### src/rtl/hpa_defs.svh
// constants for the protected-area ceiling logic
`ifndef HPA_DEFS_SVH
`define HPA_DEFS_SVH
// ============================================================
// address space and fixed translation geometry
`define HPA_ADDR_W 28
`define HPA_NATIVE_MAX 28'h1312cff
`define HPA_HEADS 5'h10
`define HPA_SPT 6'h3f
`define HPA_SECT_PER_CYL 29'h00003f0
`define HPA_MAX_CYL 16'h3fff
`endif

### src/rtl/hpa_pkg.sv
// types shared by the protected-area ceiling logic
package hpa_pkg;
	// ============================================================
	// commands as decoded from the task file
	typedef enum logic [2:0] {
		cmd_other = 3'h0,
		cmd_read_native = 3'h1,
		cmd_set_max = 3'h2,
		cmd_read = 3'h3,
		cmd_write = 3'h4,
		cmd_identify = 3'h5
	} cmd_type;
	// command sequencer states, one-hot
	typedef enum logic [2:0] {
		st_restore = 3'h1,
		st_idle = 3'h2,
		st_resp = 3'h4
	} state_type;
endpackage : hpa_pkg

### src/rtl/hpa_geometry.sv
// converts the user ceiling into identify capacity figures
`timescale 1ns/1ps
`default_nettype none
`include "hpa_defs.svh"
module hpa_geometry (
	input wire logic [`HPA_ADDR_W-1:0] ceil_i, // highest user address
	output logic [15:0] cyl_o, // whole cylinders below the ceiling
	output logic [31:0] chs_cap_o, // sectors reachable by chs
	output logic [31:0] lba_cap_o // sectors reachable by lba
);
	logic [28:0] count;
	logic [28:0] cyl_full;
	// ============================================================
	// truncating division gives the boundary just below the ceiling
	always_comb begin
		count = {1'b0, ceil_i} + 29'h0000001;
		cyl_full = count / `HPA_SECT_PER_CYL;
		if (cyl_full > {13'h0000, `HPA_MAX_CYL}) begin
			cyl_o = `HPA_MAX_CYL;
		end else begin
			cyl_o = cyl_full[15:0];
		end
		chs_cap_o = 32'({cyl_o, 10'h000}) - 32'({cyl_o, 4'h0});
		lba_cap_o = {3'h0, count};
	end
endmodule : hpa_geometry
`default_nettype wire

### src/rtl/hpa_ceiling.sv
// current and non-volatile ceiling storage
`timescale 1ns/1ps
`default_nettype none
`include "hpa_defs.svh"
module hpa_ceiling (
	input wire logic clk_i, // 25 MHz clock
	input wire logic rst_i, // hardware reset, async, high
	input wire logic por_i, // power-on reset, async, high
	input wire logic restore_i, // copy stored setting to current
	input wire logic set_i, // accepted set-maximum
	input wire logic keep_i, // setting survives hardware resets
	input wire logic [`HPA_ADDR_W-1:0] addr_i, // requested ceiling
	output logic [`HPA_ADDR_W-1:0] cur_o, // active ceiling
	output logic [`HPA_ADDR_W-1:0] nv_o // stored ceiling
);
	logic [`HPA_ADDR_W-1:0] cur_r, cur_nxt, nv_r, nv_nxt;
	// ============================================================
	// a volatile set touches only the current value
	always_comb begin
		cur_nxt = cur_r;
		nv_nxt = nv_r;
		if (restore_i) begin
			cur_nxt = nv_r;
		end else if (set_i) begin
			cur_nxt = addr_i;
			if (keep_i) begin
				nv_nxt = addr_i;
			end
		end
	end
	// hardware reset leaves the stored value alone; only power-on reloads it with the native maximum
	always_ff @(posedge clk_i or posedge rst_i) begin
		if (rst_i) begin
			cur_r <= `HPA_NATIVE_MAX;
		end else begin
			cur_r <= cur_nxt;
		end
	end
	always_ff @(posedge clk_i or posedge por_i) begin
		if (por_i) begin
			nv_r <= `HPA_NATIVE_MAX;
		end else begin
			nv_r <= nv_nxt;
		end
	end
	assign cur_o = cur_r;
	assign nv_o = nv_r;
endmodule : hpa_ceiling
`default_nettype wire

### src/rtl/hpa_limit.sv
// protected-area ceiling: command checks, ceiling control, identify figures
// Notes on behaviour
// [RQ1] both read-native and set-maximum commands implemented
// [RQ2] identify shows protected-area support
// [RQ3] read-native returns true native maximum always
// [RQ4] set-maximum below native lowers user ceiling
// [RQ5] host puts read-native right before set-maximum
// [RQ6] identify capacity reflects only reduced space
// [RQ7] access above ceiling ends with idnf, err
// [RQ8] sector count bit picks volatile or kept
// [RQ9] reset restores last kept ceiling
// [RQ10] set above native maximum is aborted
// [RQ11] second kept set after reset aborted
// [RQ12] host uses one translation for both
// [RQ13] word one reports cylinder boundary below ceiling
// [RQ14] orphan sectors refused under chs translation
// [RQ15] boot flow: read native, set, read, reset
// [RQ16] save flow: read native, volatile set, copy
// [RQ17] abort set-maximum unless read-native just preceded
// [RQ18] separate current and kept ceilings held
`timescale 1ns/1ps
`default_nettype none
`include "hpa_defs.svh"
module hpa_limit (
	input wire logic clk_i, // 25 MHz clock
	input wire logic rst_i, // hardware reset, async, high
	input wire logic por_i, // power-on reset, async, high
	input wire logic cmd_valid_i, // command strobe, one cycle
	input wire hpa_pkg::cmd_type cmd_code_i, // decoded command
	input wire logic [`HPA_ADDR_W-1:0] cmd_addr_i, // linear address
	input wire logic cmd_keep_i, // sector count bit: keep across reset
	input wire logic cmd_chs_i, // command used chs translation
	output logic done_o, // completion pulse
	output logic err_o, // error status
	output logic abort_o, // command aborted
	output logic idnf_o, // id not found
	output logic [`HPA_ADDR_W-1:0] result_o, // returned address
	output logic hpa_supp_o, // identify support flag
	output logic [15:0] id_cyl_o, // identify cylinders
	output logic [31:0] id_chs_cap_o, // identify chs capacity
	output logic [31:0] id_lba_cap_o // identify lba capacity
);
	import hpa_pkg::*;

	state_type state_r, state_nxt;
	logic rnm_prev_r, rnm_prev_nxt;
	logic kept_used_r, kept_used_nxt;
	logic done_r, done_nxt, err_r, err_nxt, abort_r, abort_nxt, idnf_r, idnf_nxt;
	logic [`HPA_ADDR_W-1:0] result_r, result_nxt;
	logic supp_r;
	logic [15:0] cyl_r;
	logic [31:0] chs_cap_r, lba_cap_r;
	logic [`HPA_ADDR_W-1:0] cur_w, nv_w;
	logic [15:0] cyl_w;
	logic [31:0] chs_cap_w, lba_cap_w;
	logic restore_w, set_ok_w, take_w, above_w, orphan_w;

	// ============================================================
	// ceiling storage and identify geometry
	hpa_ceiling u_ceiling (
		.clk_i(clk_i),
		.rst_i(rst_i),
		.por_i(por_i),
		.restore_i(restore_w),
		.set_i(set_ok_w),
		.keep_i(cmd_keep_i),
		.addr_i(cmd_addr_i),
		.cur_o(cur_w),
		.nv_o(nv_w)
	);

	hpa_geometry u_geometry (
		.ceil_i(cur_w),
		.cyl_o(cyl_w),
		.chs_cap_o(chs_cap_w),
		.lba_cap_o(lba_cap_w)
	);

	// ============================================================
	// command acceptance and checks
	assign take_w = cmd_valid_i && (state_r == st_idle);
	assign restore_w = (state_r == st_restore); // [RQ9]
	// the chs check uses the whole-cylinder capacity, so orphans fall outside
	assign above_w = cmd_addr_i > cur_w; // [RQ7]
	assign orphan_w = cmd_chs_i && ({4'h0, cmd_addr_i} >= chs_cap_w); // [RQ14]
	// a set is accepted only right after read-native, within native range,
	// and at most one kept set per reset
	assign set_ok_w = take_w && (cmd_code_i == cmd_set_max) && rnm_prev_r // [RQ17] [RQ5]
		&& (cmd_addr_i <= `HPA_NATIVE_MAX) // [RQ10] [RQ4]
		&& !(cmd_keep_i && kept_used_r); // [RQ11] [RQ8] [RQ18]

	// ============================================================
	// sequencer and status next values
	always_comb begin
		state_nxt = state_r;
		rnm_prev_nxt = rnm_prev_r;
		kept_used_nxt = kept_used_r;
		done_nxt = 1'b0;
		err_nxt = err_r;
		abort_nxt = abort_r;
		idnf_nxt = idnf_r;
		result_nxt = result_r;
		unique case (state_r)
			st_restore: begin
				state_nxt = st_idle;
			end
			st_idle: begin
				if (take_w) begin
					state_nxt = st_resp;
					done_nxt = 1'b1;
					err_nxt = 1'b0;
					abort_nxt = 1'b0;
					idnf_nxt = 1'b0;
					// any command other than read-native breaks the pairing
					rnm_prev_nxt = (cmd_code_i == cmd_read_native); // [RQ17]
					unique case (cmd_code_i)
						cmd_read_native: begin
							result_nxt = `HPA_NATIVE_MAX; // [RQ3] [RQ1]
						end
						cmd_set_max: begin
							if (set_ok_w) begin
								result_nxt = cmd_addr_i; // [RQ4] [RQ1]
								kept_used_nxt = kept_used_r | cmd_keep_i; // [RQ11]
							end else begin
								abort_nxt = 1'b1; // [RQ10] [RQ17]
								err_nxt = 1'b1;
							end
						end
						cmd_read, cmd_write: begin
							if (above_w || orphan_w) begin
								idnf_nxt = 1'b1; // [RQ7] [RQ14]
								err_nxt = 1'b1;
							end
						end
						cmd_identify, cmd_other: begin
						end
						default: begin
							abort_nxt = 1'b1;
							err_nxt = 1'b1;
						end
					endcase
				end
			end
			st_resp: begin
				state_nxt = st_idle;
			end
		endcase
	end

	// one flop bank; outputs leave straight from here
	always_ff @(posedge clk_i or posedge rst_i) begin
		if (rst_i) begin
			state_r <= st_restore;
			rnm_prev_r <= 1'b0;
			kept_used_r <= 1'b0;
			done_r <= 1'b0;
			err_r <= 1'b0;
			abort_r <= 1'b0;
			idnf_r <= 1'b0;
			result_r <= '0;
			supp_r <= 1'b0;
			cyl_r <= 16'h0000;
			chs_cap_r <= 32'h00000000;
			lba_cap_r <= 32'h00000000;
		end else begin
			state_r <= state_nxt;
			rnm_prev_r <= rnm_prev_nxt;
			kept_used_r <= kept_used_nxt;
			done_r <= done_nxt;
			err_r <= err_nxt;
			abort_r <= abort_nxt;
			idnf_r <= idnf_nxt;
			result_r <= result_nxt;
			supp_r <= 1'b1; // [RQ2]
			// figures lag the ceiling by one cycle
			cyl_r <= cyl_w; // [RQ13]
			chs_cap_r <= chs_cap_w; // [RQ6]
			lba_cap_r <= lba_cap_w; // [RQ6]
		end
	end

	assign done_o = done_r;
	assign err_o = err_r;
	assign abort_o = abort_r;
	assign idnf_o = idnf_r;
	assign result_o = result_r;
	assign hpa_supp_o = supp_r;
	assign id_cyl_o = cyl_r;
	assign id_chs_cap_o = chs_cap_r;
	assign id_lba_cap_o = lba_cap_r;
endmodule : hpa_limit
`default_nettype wire

### config.mk
export PLATFORM = sky130hd
export DESIGN_NAME = hpa_limit
export DESIGN_NICKNAME = d
export VERILOG_FILES = /design/src/rtl/hpa_pkg.sv /design/src/rtl/hpa_geometry.sv /design/src/rtl/hpa_ceiling.sv /design/src/rtl/hpa_limit.sv
export VERILOG_INCLUDE_DIRS = /design/src /design/src/rtl
export SDC_FILE = /design/constraint.sdc
export NUM_CORES = 1
export LEC_CHECK = 0
export BUFFER_PORTS_ARGS = -buffer_cell sky130_fd_sc_hd__buf_2
export CAP_MARGIN = 0
export CORE_UTILIZATION = 55
export CTS_BUF_LIST = sky130_fd_sc_hd__clkbuf_4
export CTS_CLUSTER_DIAMETER = 120
export DETAILED_ROUTE_END_ITERATION = 8
export PLACE_DENSITY = 0.87
export SLEW_MARGIN = 0
export SYNTH_ARGS = -nofsm -noshare
export SYNTH_HDL_FRONTEND = slang
export SYNTH_SLANG_ARGS = --single-unit
export TNS_END_PERCENT = 100
### constraint.sdc
create_clock -name clk_i -period 27.7 [get_ports clk_i]
set_input_delay 5.54 -clock clk_i [delete_from_list [all_inputs] [get_ports clk_i]]
set_output_delay 5.54 -clock clk_i [all_outputs]
set_load 0.05 [all_outputs]
[Word-level counts from Yosys, hierarchy flattened]
Index checks and enable logic that the tools add are counted.
Widths: inputs -> output; s select.
Word-level totals
  flip-flop bits (word level): 171
  word-level logic and storage cells: 66
  bits of input ports: 37
  output and inout port bits: 113
Cells by class
  div/mod/pow operators: 1
  magnitude comparators: 4
  multiplexer cells: 13
  reduce and logical (&&, ||, !) cells: 20
  bitwise gates (word level): 2
  $add $sub $neg: 2
  eq/ne operators: 10
Operator list (number)
  $mux 28: 2
  $pmux 28 s2: 1
  $ge 28x32->1: 1
  $add 28x1->29 const B: 1
  $div 29x10->29 const B: 1
  $gt 29x14->1 const B: 1
  $gt 28x28->1: 1
  $le 28x25->1 const B: 1
  $sub 26x20->27: 1
  $mux 16: 1
  $eq 3x2->1 const B: 3
  $eq 3x3->1 const B: 3
  $reduce_and 4->1: 2
  $logic_and 1x1->1: 7
  $eq 3x1->1 const B: 2
  $pmux 3 s2: 1
  $mux 1: 5
  $reduce_or 5->1: 1
  $ne 2x2->1 const B: 2
  $reduce_bool 2->1: 2
  $reduce_or 2->1: 2
  $logic_not 3->1: 1
  $mux 3: 1
  $pmux 1 s3: 1
  8 further kinds: 8

[Depth between registers and ports, before layout]
  depth after elaboration: 10
  gate-level depth with buffers: 77
  mapped depth without buffers: 71

[Cells and area by module]
From an unflattened synthesis, not the netlist that was laid out.
Second synthesis, totals
  cell total of the unflattened synthesis: 1403
  area total of the unflattened synthesis: 12922.4 sq um
By module, submodules not included
  hpa_geometry: seq. area each 0.0 sq um, instances 1, cells each 777, area an instance 5416.4 sq um
  hpa_limit: seq. area each 2954.1 sq um, instances 1, cells each 443, area an instance 5048.6 sq um
  hpa_ceiling: seq. area each 1438.9 sq um, instances 1, cells each 183, area an instance 2457.4 sq um

[Worst setup path before layout]
No wires, ideal clock.
  kind: register -> register
  from: reg u_ceiling.cur_r[11], in the netlist u_ceiling.cur_o[11]
  to: reg err_r, in the netlist err_o
  data arrival time: 14.746 ns
  period minus slack after synthesis: 14.877 ns
  cell stages (with the launch flop): 71
  setup slack: 12.823 ns
  data required time: 27.569 ns
  cell sequence: dfstp_2 nand4_2 or4_1 buf_4 or3_1 xnor2_1 or3_1 a2111oi_1 o22ai_1 a21oi_2 nor2_1 a2111o_1 a21oi_2 mux2i_1 a41oi_1 nor3_1 a311o_1 buf_2 [... 35 more ...] ha_1 nor2b_1 o21ai_0 nand2b_1 a21oi_1 nor2b_1 o21ai_0 nand2b_1 a21oi_1 o31ai_1 a21o_1 a21o_1 a21oi_1 nor2b_1 o21ai_0 o22ai_1 nand3_1 nand3_1
Between the ends
  word-level cells in the longest chain between the ends: 10
RTL lines
  start, declared: RTL line hpa_ceiling.sv:16  | logic [`HPA_ADDR_W-1:0] cur_r, cur_nxt, nv_r, nv_nxt;
  start signal, assigned: RTL line hpa_ceiling.sv:34  | cur_r <= `HPA_NATIVE_MAX;
  start signal, assigned: RTL line hpa_ceiling.sv:36  | cur_r <= cur_nxt;
  $add 28x1->29 *: RTL line hpa_geometry.sv:16  | count = {1'b0, ceil_i} + 29'h0000001;
  $div 29x10->29 (no source line) *
  $gt 29x14->1: RTL line hpa_geometry.sv:18  | if (cyl_full > {13'h0000, `HPA_MAX_CYL}) begin
  $mux 16 *: RTL line hpa_geometry.sv:18
  via cyl_w[1]: RTL line hpa_limit.sv:54  | logic [15:0] cyl_w;
  $sub 26x20->27 *: RTL line hpa_geometry.sv:23  | chs_cap_o = 32'({cyl_o, 10'h000}) - 32'({cyl_o, 4'h0});
  $ge 28x32->1 *: RTL line hpa_limit.sv:85  | assign orphan_w = cmd_chs_i && ({4'h0, cmd_addr_i} >= chs_cap_w);
  $logic_and 1x1->1 *: RTL line hpa_limit.sv:85
  $logic_or 1x1->1 *: RTL line hpa_limit.sv:130  | if (above_w || orphan_w) begin
  $mux 1 *: RTL line hpa_limit.sv:130
  $pmux 1 s3 *: RTL line hpa_limit.sv:116  | unique case (cmd_code_i)
  end signal, assigned: RTL line hpa_limit.sv:170  | err_r <= err_nxt;
  end, declared: RTL line hpa_limit.sv:48  | logic done_r, done_nxt, err_r, err_nxt, abort_r, abort_nxt, idnf_r, idnf_nxt;
Mark *: on every way through the listed nets, which the timed path passes. The rest lies on a longest branch.
A chain may end at the register's enable or synchronous reset.

[Worst setup path in the final report]
  from: reg u_ceiling.cur_r[11], in the netlist u_ceiling.cur_o[11]
  to: reg err_r, in the netlist err_o
Between the ends
  word-level cells in the longest chain between the ends: 10
RTL lines
  $add 28x1->29 *: RTL line hpa_geometry.sv:16
  via lba_cap_w[27]: RTL line hpa_limit.sv:55  | logic [31:0] chs_cap_w, lba_cap_w;
  $div 29x10->29 (no source line) *
  $gt 29x14->1: RTL line hpa_geometry.sv:18
  $mux 16 *: RTL line hpa_geometry.sv:18
  via cyl_w[1]: RTL line hpa_limit.sv:54
  $sub 26x20->27 *: RTL line hpa_geometry.sv:23
  $ge 28x32->1 *: RTL line hpa_limit.sv:85
  $logic_and 1x1->1 *: RTL line hpa_limit.sv:85
  $logic_or 1x1->1 *: RTL line hpa_limit.sv:130
  $mux 1 *: RTL line hpa_limit.sv:130
  $pmux 1 s3 *: RTL line hpa_limit.sv:116
Marks and branches as above.

==> impl_metrics.csv <==
group,metric,value,unit
setup_path,cp_max_fo,13,
detailed_routing,ant_nets,0,
timing,rsz0062_at_grt,"false",
clock_tree,cts_resized,0,
pwr,p_per_area,84.4,nW/um^2
pwr,p_int,563,uW
clock_tree,clk_latency,0.61,ns
cells_and_area,nFillCells,1841,
clock_tree,postCtsSetupBuffers,0,
timing,fin_crit_sh,0.640,
outcome,violations,"design-rule violations",
cells_and_area,finalNonFillerCells,1850,
place,post-place-ws,10.44,ns
pwr,p_leak,6.16,nW
outcome,outcome,"finished, violations left",
timing,slew_viol_final,0,
global_route,met1_usage,0.397,
worst_hold_path,hold_class,"reg -> reg",
detailed_routing,vias_per_cell,6.41,
place,port_buffers,142,
cells_and_area,postLayoutCoreUtil,0.621,
timing,hold_viol,0,
global_route,grtUsageMet2,0.459,
logic_synthesis,avgSynthCellArea,8.70,sq um
clock_tree,cts_tree,"done",
detailed_routing,drt_iter0_markers,1021,
global_route,grt_pass1_vias,11100,
setup_path,arrival,18.24,ns
timing,tightestPinTransition,1.06,ns
clock_tree,numCtsBuffers,17,
global_route,grt_overflow,0,
setup_path,critPathKind,"reg -> reg",
detailed_routing,wl_per_cell,18.6,um
pwr,combPwrFrac,0.620,
floorplan,start_util,0.566,
clock_tree,clk_pin_slew,0.19,ns
logic_synthesis,ys_types,115,
floorplan,die_h,152,um
cells_and_area,design_area,13600,sq um
global_route,grt_start_max_net_pins,89,
clock_tree,cts_sinks,161,
pwr,clkPwrFrac,0.129,
clock_tree,cts_root_buffer,"clkbuf_4",
place,placed_area,13300,sq um
detailed_routing,vias,11900,
logic_synthesis,synth_ff_type,"dfrtp_1",
setup_path,path_delay_family,"compound AO/OA/AOI/OAI gates",
run,cap_violations,0,
clock_tree,h-tree-depth,4,
timing,finClkSkew,0.0349,ns
logic_synthesis,yosys-top-cells-area,"dfrtp_1, dfstp_2, ha_1, nor2_1, a21oi_1",
cells_and_area,area_delta_synth_final,9.77,%
clock_tree,cts_hold_buf,0,
timing,relSlewSlack,0.292,
global_route,antenna_found_initial,2,
timing,tns,0,ns
timing,setup_violations,0,
pwr,ir_worst_vdd,0.0514,mV
logic_synthesis,ys_seq_area_frac,0.328,
cells_and_area,layout_common_cells,"buf_2, nor2_1, dfrtp_1, nand2_1, a21oi_1",
logic_synthesis,synth_edf_count,0,
setup_path,required,28.21,ns
logic_synthesis,async_flop_share,1.00,
detailed_routing,drc_errors,7,
cells_and_area,drive_gt1_frac,0.212,
global_route,grt.busiest_layer,"met2",
place,dp_hpwl,26.4,mm
detailed_routing,drt_pass1_iterations,9,
timing,fmax,0.0564,GHz
floorplan,die_w,152,um
timing,period_needed,17.73,ns
detailed_routing,wl,34.3,mm
setup_path,crit_path_top_delay_cell,"or4_1",
global_route,grtUsageMet3,0.0657,
place,gp_congestion,0.980,
setup_path,cp-start-kind,"flop",
logic_synthesis,ys_ff_latch,161,
floorplan,io_pins,150,
cells_and_area,final_common_cell,"buf_2",
setup_path,cp_slowest_stage_delay,0.77,ns
floorplan,rows,54,
pwr,power,1.15,mW
cells_and_area,nets,1655,
pwr,p_sw_frac,0.511,
setup_path,cpMostUsedCell,"a21oi_1",
floorplan,coreArea,22000,sq um
logic_synthesis,yosys.area.top_type,"dfrtp_1",
timing,holdWs,0.468,ns
logic_synthesis,syn_inst,1427,
logic_synthesis,synth_warnings,0,
logic_synthesis,yosysTopAreaCellShare,0.262,
pwr,switchingPower,588,uW
global_route,grt_use_total,0.294,
setup_path,path_buf_inv,1,
timing,setup_ws,9.97,ns
clock_tree,cts_buffer_depth,2,
logic_synthesis,syn_area,12400,sq um
floorplan,die_area,23200,sq um
global_route,grt_pass1_wl,55.4,mm
setup_path,end_kind,"flop",
place,dp.cells,1816,
pwr,pwr-share-seq,0.251,
==> cell usage after synthesis, drive strengths merged (17+ instances only) <==
cell,number
nor4,20
mux2,36
and3,18
dfrtp,130
nand4,26
xnor2,53
nand3,45
dfstp,31
nand2b,22
inv,88
o21a,17
nor2,134
clkbuf,27
and2,25
a21o,21
nand2,118
ha,63
o21ai,99
buf,25
nor3,48
a31oi,24
a21oi,102
==> state kept, by name, indices dropped and copies added (netlist names), 3 cells and up <==
register,count
id_chs_cap_o,22
u_ceiling.nv_o,28
state_r,3
u_ceiling.cur_o,28
id_lba_cap_o,29
result_o,28
id_cyl_o,16
==> final cells by class <==
| cell class | count | area [sq um] | share of cell area |
|---|---|---|---|
| Antenna cell | 2 | 5.00 | 0.000367 |
| Multi-Input combinational cell | 1136 | 7810 | 0.573 |
| Sequential cell | 161 | 4070 | 0.298 |
| Clock inverter | 15 | 165 | 0.0121 |
| Inverter | 89 | 339 | 0.0249 |
| Clock buffer | 17 | 128 | 0.00936 |
| Timing Repair Buffer | 150 | 771 | 0.0565 |
| Tap cell | 280 | 350 | 0.0257 |
==> power by group through the flow <==
stage / combinational (mW) / sequential, mW / clock [mW]
floorplan: 0.431 / 0.394 / 0
global placement: 0.679 / 0.292 / 0
detailed placement: 0.702 / 0.293 / 0
CTS: 0.705 / 0.289 / 0.150
global route: 0.780 / 0.293 / 0.158
finish: 0.714 / 0.289 / 0.148
==> worst register-to-register path: cells and delay by family (launching register included) <==
family                   cells  cell delay (ns)
AO/OA/AOI/OAI               33             7.83
adder cells (fa/ha/maj)      2             0.66
buffers and inverters        1             0.13
AND/OR/NAND/NOR             21             5.23
flip-flops                   1             0.62
multiplexers                 4             1.88
XOR/XNOR                     5             1.25
==> metal layers <==
| layer | vias to the layer above | share of wire |
|---|---|---|
| met5 | - | 0.00023 |
| met4 | 2 | 0.030 |
| met3 | 80 | 0.095 |
| met2 | 634 | 0.45 |
| met1 | 5678 | 0.42 |
| li1 | 5468 | - |
==> logic make-up after synthesis <==
group	after synthesis	share of synthesized area
compound gates	419	0.245
xor+xnor	65	0.0486
fa+ha+maj	64	0.0643
buf+inv	141	0.0483
flops	161	0.328
mux	52	0.0478
other cells	2	0.000605
simple gates	523	0.218
==> path summary, 6_finish.rpt <==
kind | startpoint | endpoint | slack (ns) | depth (start not counted)
worst min-delay path | u_ceiling.nv_o[11] | u_ceiling.cur_o[11] | 0.47 | 2
worst min register to register | u_ceiling.nv_o[11] | u_ceiling.cur_o[11] | 0.47 | 2
min in group asynchronous | rst_i | state_r[2] | 5.05 | 2
worst max register to register | u_ceiling.cur_o[11] | err_o | 9.97 | 66
worst max-delay path | u_ceiling.cur_o[11] | err_o | 9.97 | 66
max in group asynchronous | rst_i | id_cyl_o[10] | 21.59 | 3
Note: power is estimated with default switching activity, not from simulation.
